## src/core/acs_pkg.sv

```systemverilog
// package: constants and carriers for the conversion sequencer
package acs_pkg;
  localparam int RES_W           = 10;
  localparam int CONV_SLOW_CYC   = 62;
  localparam int CONV_FAST_CYC   = 31;
  localparam int STBY_WAIT_CYC   = 10;
  localparam logic       CLK_STOP_RST   = 1'b1;
  localparam logic [7:0] MODE_REG_RST   = 8'h30;
  localparam logic [7:0] START_REG_RST  = 8'h7F;
  localparam int MODE_SPEED_BIT  = 7;
  localparam int MODE_TRIG_BIT   = 6;
  localparam logic [3:0] CH_FIRST = 4'h4;
  localparam logic [3:0] CH_LAST  = 4'hB;

  typedef enum logic [2:0] {
    ACS_ACTIVE, ACS_SLEEP, ACS_WATCH, ACS_SUBACTIVE, ACS_SUBSLEEP, ACS_STANDBY
  } acs_pmode_t;

  typedef struct packed {
    logic       speed;
    logic       trig_en;
    logic [3:0] channel;
  } acs_mode_t;

  typedef struct packed {
    logic [7:0] high;
    logic [7:0] low;
  } acs_result_t;
endpackage : acs_pkg

```

## src/core/acs_result_mem.sv

```systemverilog
// result holding register pair, not touched by reset
`timescale 1ns/10ps
`default_nettype none
module acs_result_mem
  import acs_pkg::*;
#(
  parameter int W = RES_W
) (
  input  wire logic         core_clk,
  input  wire logic         wr_en,
  input  wire logic [W-1:0] wr_data,
  output acs_result_t       rd_data
);
  acs_result_t mem_r;
  acs_result_t mem_nxt;

  always_comb begin
    mem_nxt = mem_r;
    if (wr_en) begin
      mem_nxt.high = wr_data[W-1:W-8];
      mem_nxt.low  = {wr_data[1:0], 6'h00};
    end
  end

  always_ff @(posedge core_clk) begin
    mem_r <= mem_nxt;
  end

  assign rd_data = mem_r;
endmodule : acs_result_mem
`default_nettype wire

```

## src/core/acs_sequencer.sv

```systemverilog
// successive-approximation conversion sequencer
// Behaviour
// - successive approximation yields 10-bit result
// - start flag set, held, self-clears
// - completion sets done request flag
// - interrupt only while done enable set
// - trigger needs pin function and enable
// - selected trigger edge sets start flag
// - reset inits mode/start, keeps results
// - completion stores result, clears flag, idles
// - channel code 0101 selects input one
// - rewriting start flag 1 mid-conversion does not restart
// - clock stop bit 1 releases standby
// - channel field decode, 11xx prohibited
// - speed bit gives 62 or 31 cycles
// - writing 0 stops conversion
// - clock stop bit 0 halts converter
`timescale 1ns/10ps
`default_nettype none
module acs_sequencer
  import acs_pkg::*;
(
  input  wire logic             core_clk,
  input  wire logic             sys_rst,
  input  wire acs_pmode_t       power_mode,
  input  wire logic             mode_wr,
  input  wire acs_mode_t        mode_wdata,
  input  wire logic             start_wr,
  input  wire logic             start_wdata,
  input  wire logic             clk_stop_wr,
  input  wire logic             clk_stop_wdata,
  input  wire logic             trigger_pin_function_select,
  input  wire logic             trigger_edge_select,
  input  wire logic             ext_trigger_pin,
  input  wire logic             conv_done_irq_enable,
  input  wire logic             done_clr,
  input  wire logic             comparator_out,
  output logic [7:0]            conv_mode_reg,
  output logic [7:0]            conv_start_reg,
  output logic                  conv_start_flag,
  output logic                  conv_clock_stop_ctrl,
  output logic                  conv_done_request_flag,
  output logic                  conv_irq,
  output logic [7:0]            result_high_reg,
  output logic [7:0]            result_low_reg,
  output logic [RES_W-1:0]      sar_code,
  output logic                  sar_sample,
  output logic [7:0]            analog_select,
  output logic                  convert_busy
);
  typedef enum {ACS_IDLE, ACS_CONV} acs_state_t;

  // one-hot analog input enable; zero for no channel or prohibited code
  function automatic logic [7:0] ch_decode(input logic [3:0] ch);
    logic [7:0] sel;
    sel = 8'h00;
    if (ch >= CH_FIRST && ch <= CH_LAST) begin
      sel = 8'h01 << (ch - CH_FIRST);
    end
    return sel;
  endfunction : ch_decode

  //////////////////////////////////////////////////////////////////////////
  acs_state_t  state_r, state_nxt;
  acs_mode_t   mode_r, mode_nxt;
  logic        flag_r, flag_nxt;
  logic        stop_r, stop_nxt;
  logic        done_r, done_nxt;
  logic [5:0]  cnt_r, cnt_nxt;
  logic [3:0]  bit_r, bit_nxt;
  logic [RES_W-1:0] sar_r, sar_nxt;
  logic        trg_s1_r, trg_s2_r, trg_s3_r;
  logic        trig_edge, run_ok, finish;
  logic [5:0]  conv_len;

  always_ff @(posedge core_clk) begin
    trg_s1_r <= ext_trigger_pin;
    trg_s2_r <= trg_s1_r;
    trg_s3_r <= trg_s2_r;
  end

  // edge select 1 = rising, 0 = falling
  assign trig_edge = trigger_pin_function_select & mode_r.trig_en &
                     (trigger_edge_select ? (trg_s2_r & ~trg_s3_r)
                                          : (~trg_s2_r & trg_s3_r));
  assign run_ok    = stop_r & (power_mode == ACS_ACTIVE || power_mode == ACS_SLEEP);
  assign conv_len  = mode_r.speed ? 6'(CONV_FAST_CYC) : 6'(CONV_SLOW_CYC);
  assign finish    = (state_r == ACS_CONV) && run_ok && flag_r && (cnt_r == conv_len - 6'd1);

  //////////////////////////////////////////////////////////////////////////
  always_comb begin
    state_nxt = state_r;
    mode_nxt  = mode_r;
    flag_nxt  = flag_r;
    stop_nxt  = stop_r;
    done_nxt  = done_r;
    cnt_nxt   = cnt_r;
    bit_nxt   = bit_r;
    sar_nxt   = sar_r;
    if (mode_wr) begin
      mode_nxt = mode_wdata;
    end
    if (clk_stop_wr) begin
      stop_nxt = clk_stop_wdata;
    end
    if (done_clr) begin
      done_nxt = 1'b0;
    end
    if (finish) begin
      done_nxt = 1'b1;
    end
    case (state_r)
      ACS_IDLE: begin
        if (run_ok && ((start_wr && start_wdata) || trig_edge)) begin
          flag_nxt  = 1'b1;
          state_nxt = ACS_CONV;
          cnt_nxt   = '0;
          bit_nxt   = 4'(RES_W - 1);
          // first trial code: top bit raised, the rest clear
          sar_nxt   = {1'b1, {(RES_W-1){1'b0}}};
        end
      end
      ACS_CONV: begin
        if (start_wr && !start_wdata) begin
          flag_nxt  = 1'b0;
          state_nxt = ACS_IDLE;
        end else if (run_ok) begin
          cnt_nxt = cnt_r + 6'd1;
          // one decision per cycle after sampling, MSB first; next bit raised as trial
          if (cnt_r >= 6'd1 && cnt_r <= 6'(RES_W)) begin
            sar_nxt[bit_r] = comparator_out;
            if (bit_r != 4'd0) begin
              bit_nxt = bit_r - 4'd1;
              sar_nxt[bit_r - 4'd1] = 1'b1;
            end
          end
          if (finish) begin
            flag_nxt  = 1'b0;
            state_nxt = ACS_IDLE;
          end
        end
      end
      default: state_nxt = ACS_IDLE;
    endcase
  end

  always_ff @(posedge core_clk) begin
    if (sys_rst) begin
      state_r <= ACS_IDLE;
      mode_r  <= '0;
      flag_r  <= 1'b0;
      stop_r  <= CLK_STOP_RST;
      done_r  <= 1'b0;
      cnt_r   <= '0;
      bit_r   <= '0;
      sar_r   <= '0;
    end else begin
      state_r <= state_nxt;
      mode_r  <= mode_nxt;
      flag_r  <= flag_nxt;
      stop_r  <= stop_nxt;
      done_r  <= done_nxt;
      cnt_r   <= cnt_nxt;
      bit_r   <= bit_nxt;
      sar_r   <= sar_nxt;
    end
  end

  //////////////////////////////////////////////////////////////////////////
  acs_result_t res;
  logic [RES_W-1:0] res_data;
  assign res_data = sar_r;

  acs_result_mem #(.W(RES_W)) u_res (
    .core_clk (core_clk),
    .wr_en    (finish),
    .wr_data  (res_data),
    .rd_data  (res)
  );

  assign conv_mode_reg          = {mode_r.speed, mode_r.trig_en, MODE_REG_RST[5:4], mode_r.channel};
  assign conv_start_reg         = {flag_r, START_REG_RST[6:0]};
  assign conv_start_flag        = flag_r;
  assign conv_clock_stop_ctrl   = stop_r;
  assign conv_done_request_flag = done_r;
  assign conv_irq               = done_r & conv_done_irq_enable;
  assign result_high_reg        = res.high;
  assign result_low_reg         = res.low;
  assign sar_code               = sar_r;
  assign sar_sample             = (state_r == ACS_CONV) && (cnt_r == 6'd0);
  assign analog_select          = (state_r == ACS_CONV) ? ch_decode(mode_r.channel) : 8'h00;
  assign convert_busy           = (state_r == ACS_CONV);

  //////////////////////////////////////////////////////////////////////////
  a_irq_gate: assert property (@(posedge core_clk) disable iff (sys_rst)
    conv_irq |-> (conv_done_request_flag && conv_done_irq_enable))
    else $error("irq without enabled done flag");
  a_done_set: assert property (@(posedge core_clk) disable iff (sys_rst)
    finish |=> conv_done_request_flag && !conv_start_flag)
    else $error("completion did not set done flag");
  a_done_sticky: assert property (@(posedge core_clk) disable iff (sys_rst)
    (conv_done_request_flag && !done_clr) |=> conv_done_request_flag)
    else $error("done flag dropped without clear");
  a_stop_write: assert property (@(posedge core_clk) disable iff (sys_rst)
    (flag_r && start_wr && !start_wdata) |=> !conv_start_flag)
    else $error("stop write ignored");
  a_start_write: assert property (@(posedge core_clk) disable iff (sys_rst)
    (state_r == ACS_IDLE && run_ok && start_wr && start_wdata) |=> conv_start_flag)
    else $error("start write ignored");
  a_slow_len: assert property (@(posedge core_clk) disable iff (sys_rst)
    ($rose(flag_r) && !mode_r.speed && !mode_wr && !start_wr && !clk_stop_wr
     && power_mode == ACS_ACTIVE) |-> ##61 (finish || !run_ok || mode_r.speed || !flag_r))
    else $error("slow conversion length wrong");
  a_trig_gate: assert property (@(posedge core_clk) disable iff (sys_rst)
    (!convert_busy && !(start_wr && start_wdata)
     && !(trigger_pin_function_select && conv_mode_reg[MODE_TRIG_BIT]))
    |=> !conv_start_flag)
    else $error("trigger honoured while disabled");
  a_trig_start: assert property (@(posedge core_clk) disable iff (sys_rst)
    (trig_edge && state_r == ACS_IDLE && run_ok) |=> conv_start_flag)
    else $error("trigger edge did not start");
  a_ch_one: assert property (@(posedge core_clk) disable iff (sys_rst)
    (convert_busy && mode_r.channel == 4'h5) |-> analog_select == 8'h02)
    else $error("code 0101 not input one");
  a_standby_hold: assert property (@(posedge core_clk) disable iff (sys_rst)
    (!stop_r && state_r == ACS_CONV) |=> $stable(cnt_r))
    else $error("converter ran in standby");
  a_reset_vals: assert property (@(posedge core_clk)
    sys_rst |=> (conv_mode_reg == MODE_REG_RST && conv_start_reg == START_REG_RST
                 && conv_clock_stop_ctrl))
    else $error("reset values wrong");
endmodule : acs_sequencer
`default_nettype wire

```

## config.mk

```make
export PLATFORM = sky130hd
export DESIGN_NAME = acs_sequencer
export DESIGN_NICKNAME = d
export VERILOG_FILES = /design/src/core/acs_pkg.sv /design/src/core/acs_result_mem.sv /design/src/core/acs_sequencer.sv
export SDC_FILE = /design/constraint.sdc
export NUM_CORES = 1
export LEC_CHECK = 0
export ABC_AREA = 1
export BUFFER_PORTS_ARGS = -buffer_cell sky130_fd_sc_hd__buf_2
export CORE_ASPECT_RATIO = 1.25
export CORE_MARGIN = 4
export CORE_UTILIZATION = 55
export DETAILED_ROUTE_END_ITERATION = 10
export HOLD_SLACK_MARGIN = 0.02
export PLACE_DENSITY = 0.85
export SETUP_SLACK_MARGIN = 0.3
export SYNTH_ARGS = -nofsm -noshare
export SYNTH_HDL_FRONTEND = slang
export SYNTH_SLANG_ARGS = --single-unit
```

## constraint.sdc

```tcl
create_clock -name core_clk -period 2.9 [get_ports core_clk]
set_clock_uncertainty 0.05 [all_clocks]
set_input_delay 0.58 -clock core_clk [delete_from_list [all_inputs] [get_ports core_clk]]
set_output_delay 0.58 -clock core_clk [all_outputs]
set_load 0.01 [all_outputs]
```

==> summary.txt <==
Outcome
  – Status: finished, final reports clean

Power and ir drop
  – Maximum VDD drop: a little over 300 µV
  – Cell leakage power: 1.46 nW
  – Cell Pwr Density: 420 nW/µm²

Run
  – Max-cap viol count: 0

Placed design
  – Cells after DPL: 470
  – Detailed Place HPWL: approximately 4200 µm
  – Routability Congestion: slightly below 0.9
  – Setup Slack @ Placement: ~750 ps
  – Post-DP Area: approximately 2800 µm²
  – Port bufs: ~60

Yosys
  – Cell area after synthesis: roughly 2600 µm²
  – Simple logic cell fraction of the synthesized area: 0.321
  – Synth Warn #: 0
  – Area share of fa/ha/maj cells after synthesis: 0.0489
  – Largest family of logic cells by synthesized area: simple AND/OR/NAND/NOR gates
  – Mux share of post-synthesis cell area: 0
  – Sequential-to-total area share from yosys stat: 0.367
  – Synthesized flop and latch total: 42
  – Synth Area in XOR/XNOR: 0.0103
  – Average size of a mapped cell: approximately 7.1 µm²
  – Synth unique cells: 28
  – Post-synthesis compound-gate area fraction: 0.105
  – Synth Instances: between 300 and 400

Worst hold path
  – Min-Delay Path Depth: 0
  – Worst hold path class: reg -> reg

Floorplanning
  – Die area: approximately 5800 µm²
  – I/O Pins: 78
  – Die Y: between 80 and 90 µm
  – Core Region: approximately 4500 µm²
  – Initial Util: 0.574
  – Die W: just under 70 µm
  – Row Count: 27

Cells and area
  – Finished Layout Cells: about 480
  – Sequential cell area in the final layout: around 940 µm²
  – N_diodes: 0
  – Final Util: 0.648
  – Layout cells sized above 1: 0.224
  – Fillers: about 420
  – Area Growth Syn to Fin: 12.8%
  – Nets: 451
  – Multi-input gate area: about 1300 µm²
  – Fin area: roughly 2900 µm²

Detailed routing
  – Iteration-0 DRC Markers: approximately 130
  – Antenna viol nets, final: 0
  – Total number of vias: around 2.4k
  – DRC: 0
  – WL/cell: roughly 12 µm
  – Vias per cell: 5.05
  – Total detailed-routing wirelength: approximately 5600 µm
  – Pre-antenna DRT Iters: 5

CTS
  – Post-CTS setup buffers: 0
  – Clock sink total: 42
  – CTS Buffer Depth: 2
  – Root Buffer: clkbuf_8
  – Post-CTS sizing: 0
  – Worst-path clk slew: 70 ps
  – CTS H-tree depth: 2
  – Clock latency on the worst-skew pair: roughly 300 ps
  – CTS Buf Count: 5
  – CTS tree: built
  – CTS Hold Bufs: 0

STA
  – Slew @ Worst Pin: between 600 and 700 ps
  – Max transition margin: 0.550
  – Unrepaired setup endpoints after global routing: no
  – Fmax: about 460 MHz
  – TNS Setup: 0 ps
  – Final Slew Violations: 0
  – Hold Vio Cnt, Final: 0
  – Fin crit share: 0.747
  – Min Tclk post-route: about 2200 ps
  – Final worst slack: approximately 740 ps
  – Final setup fails: 0

Setup path
  – Worst path max stage delay: 750 ps
  – Req. time, crit path: approximately 2300 ps
  – Slowest cell on crit path: dfxtp_1
  – R2R depth: 9
  – Crit-path max FO: 18
  – Worst Path Class, Setup: reg -> out
  – Critical path launch point type: flop
  – Capturing element type of the critical path: primary output
  – CP arrival: 1530 ps
  – Cell Chain, Critical Path: nand3_1, nor2_1, buf_2

Global routing
  – First-pass GRT wire length: between 9000 and 10000 µm
  – Vias in the first global route: around 2.3k
  – Initial antenna violation count: 0
  – Largest net degree at the start of global routing: 19
  – GRT overflow: 0
  – Total GRT Usage: 0.199
## Yosys cell counts
| library cell | number | area, µm² |
|---|---|---|
| nand2_1 | 91 | 342 |
| inv_1 | 43 | 161 |
| nor2_1 | 41 | 154 |
| dfxtp_1 | 32 | 641 |
| nand3_1 | 31 | 155 |
| o21ai_0 | 21 | 105 |
| a21oi_1 | 20 | 100 |
| buf_4 | 18 | 135 |
| edfxtp_1 | 10 | 300 |
| ha_1 | 10 | 125 |
| nand2_2 | 9 | 56.3 |
| inv_2 | 4 | 15.0 |
| nor2_4 | 4 | 45.0 |
| a21oi_2 | 3 | 26.3 |
| buf_6 | 3 | 33.8 |
| nand4_1 | 3 | 18.8 |
| xor2_1 | 3 | 26.3 |
| buf_2 | 2 | 10.0 |
| clkbuf_1 | 2 | 7.51 |
| conb_1 | 2 | 7.51 |
| nand3_2 | 2 | 20.0 |
| o31ai_1 | 2 | 15.0 |
| or2_2 | 2 | 12.5 |
| a31oi_4 | 1 | 21.3 |
| dlygate4sd1_1 | 1 | 8.76 |
| nand3b_1 | 1 | 7.51 |
| nor2_2 | 1 | 6.26 |
| nor3_1 | 1 | 5.00 |
## where the power goes
| part | internal (W) | switching [W] |
|---|---|---|
| Combinational | 0.0000639 | 0.000129 |
| Clock | 0.000194 | 0.000191 |
| Sequential | 0.000616 | 0.0000202 |
| Total | 0.000874 | 0.000340 |
## stage by stage
stage | hold WS [ps] | power, W
6_report | 279 | 0.00121
5_1_grt | 297 | 0.00128
4_1_cts | 283 | 0.00122
3_5_place_dp | 265 | 0.000840
3_3_place_gp | 261 | 0.000832
2_1_floorplan | 260 | 0.000800
## layout make-up
class                           instances  share of cell area
Inverter                               47              0.0610
Tap cell                               58              0.0251
Timing Repair Buffer                   62               0.108
Clock buffer                            8              0.0312
Multi-Input combinational cell        261               0.449
Sequential cell                        42               0.326
## worst paths after layout
path	end	start	slack [ps]
setup / recovery	analog_select[1]	state_r[0]	740
hold reg to reg	trg_s2_r	trg_s1_r	280
hold / removal	trg_s2_r	trg_s1_r	280
setup reg to reg	sar_code[5]	state_r[0]	890
## worst max-delay path: cells and delay by family (launching register included)
family | cells | cell delay [ps]
flops | 1 | 750
simple gates | 2 | 350
buf+inv | 1 | 140
## logic make-up (layout without fill, tap and decap cells)
group | Yosys count | in the layout
other | 2 | 15
adder cells (fa/ha/maj) | 10 | 10
buffers and inverters | 73 | 117
XOR/XNOR | 3 | 3
flip-flops | 42 | 42
AND/OR/NAND/NOR | 186 | 186
AO/OA/AOI/OAI | 47 | 47
## placed cells by master (no fill, tap or decap), drive strengths merged
cell type,Yosys,routed
a21oi,23,23
a31oi,1,1
buf,23,62
clkbuf,2,8
conb,2,15
dfxtp,32,32
edfxtp,10,10
ha,10,10
inv,47,47
nand2,100,100
nand3,33,33
nand3b,1,1
nand4,3,3
nor2,46,46
nor3,1,1
o21ai,21,21
o31ai,2,2
or2,2,2
xor2,3,3
## per-layer routing
layer  GRT usage  wire (µm)  vias up
li1            -          -     1221
met1       0.217       2160     1063
met2       0.360       2790      119
met3      0.0539        526       11
met4      0.0799        124        0
met5           0          0        -
Note: power is estimated with default switching activity, not from simulation.
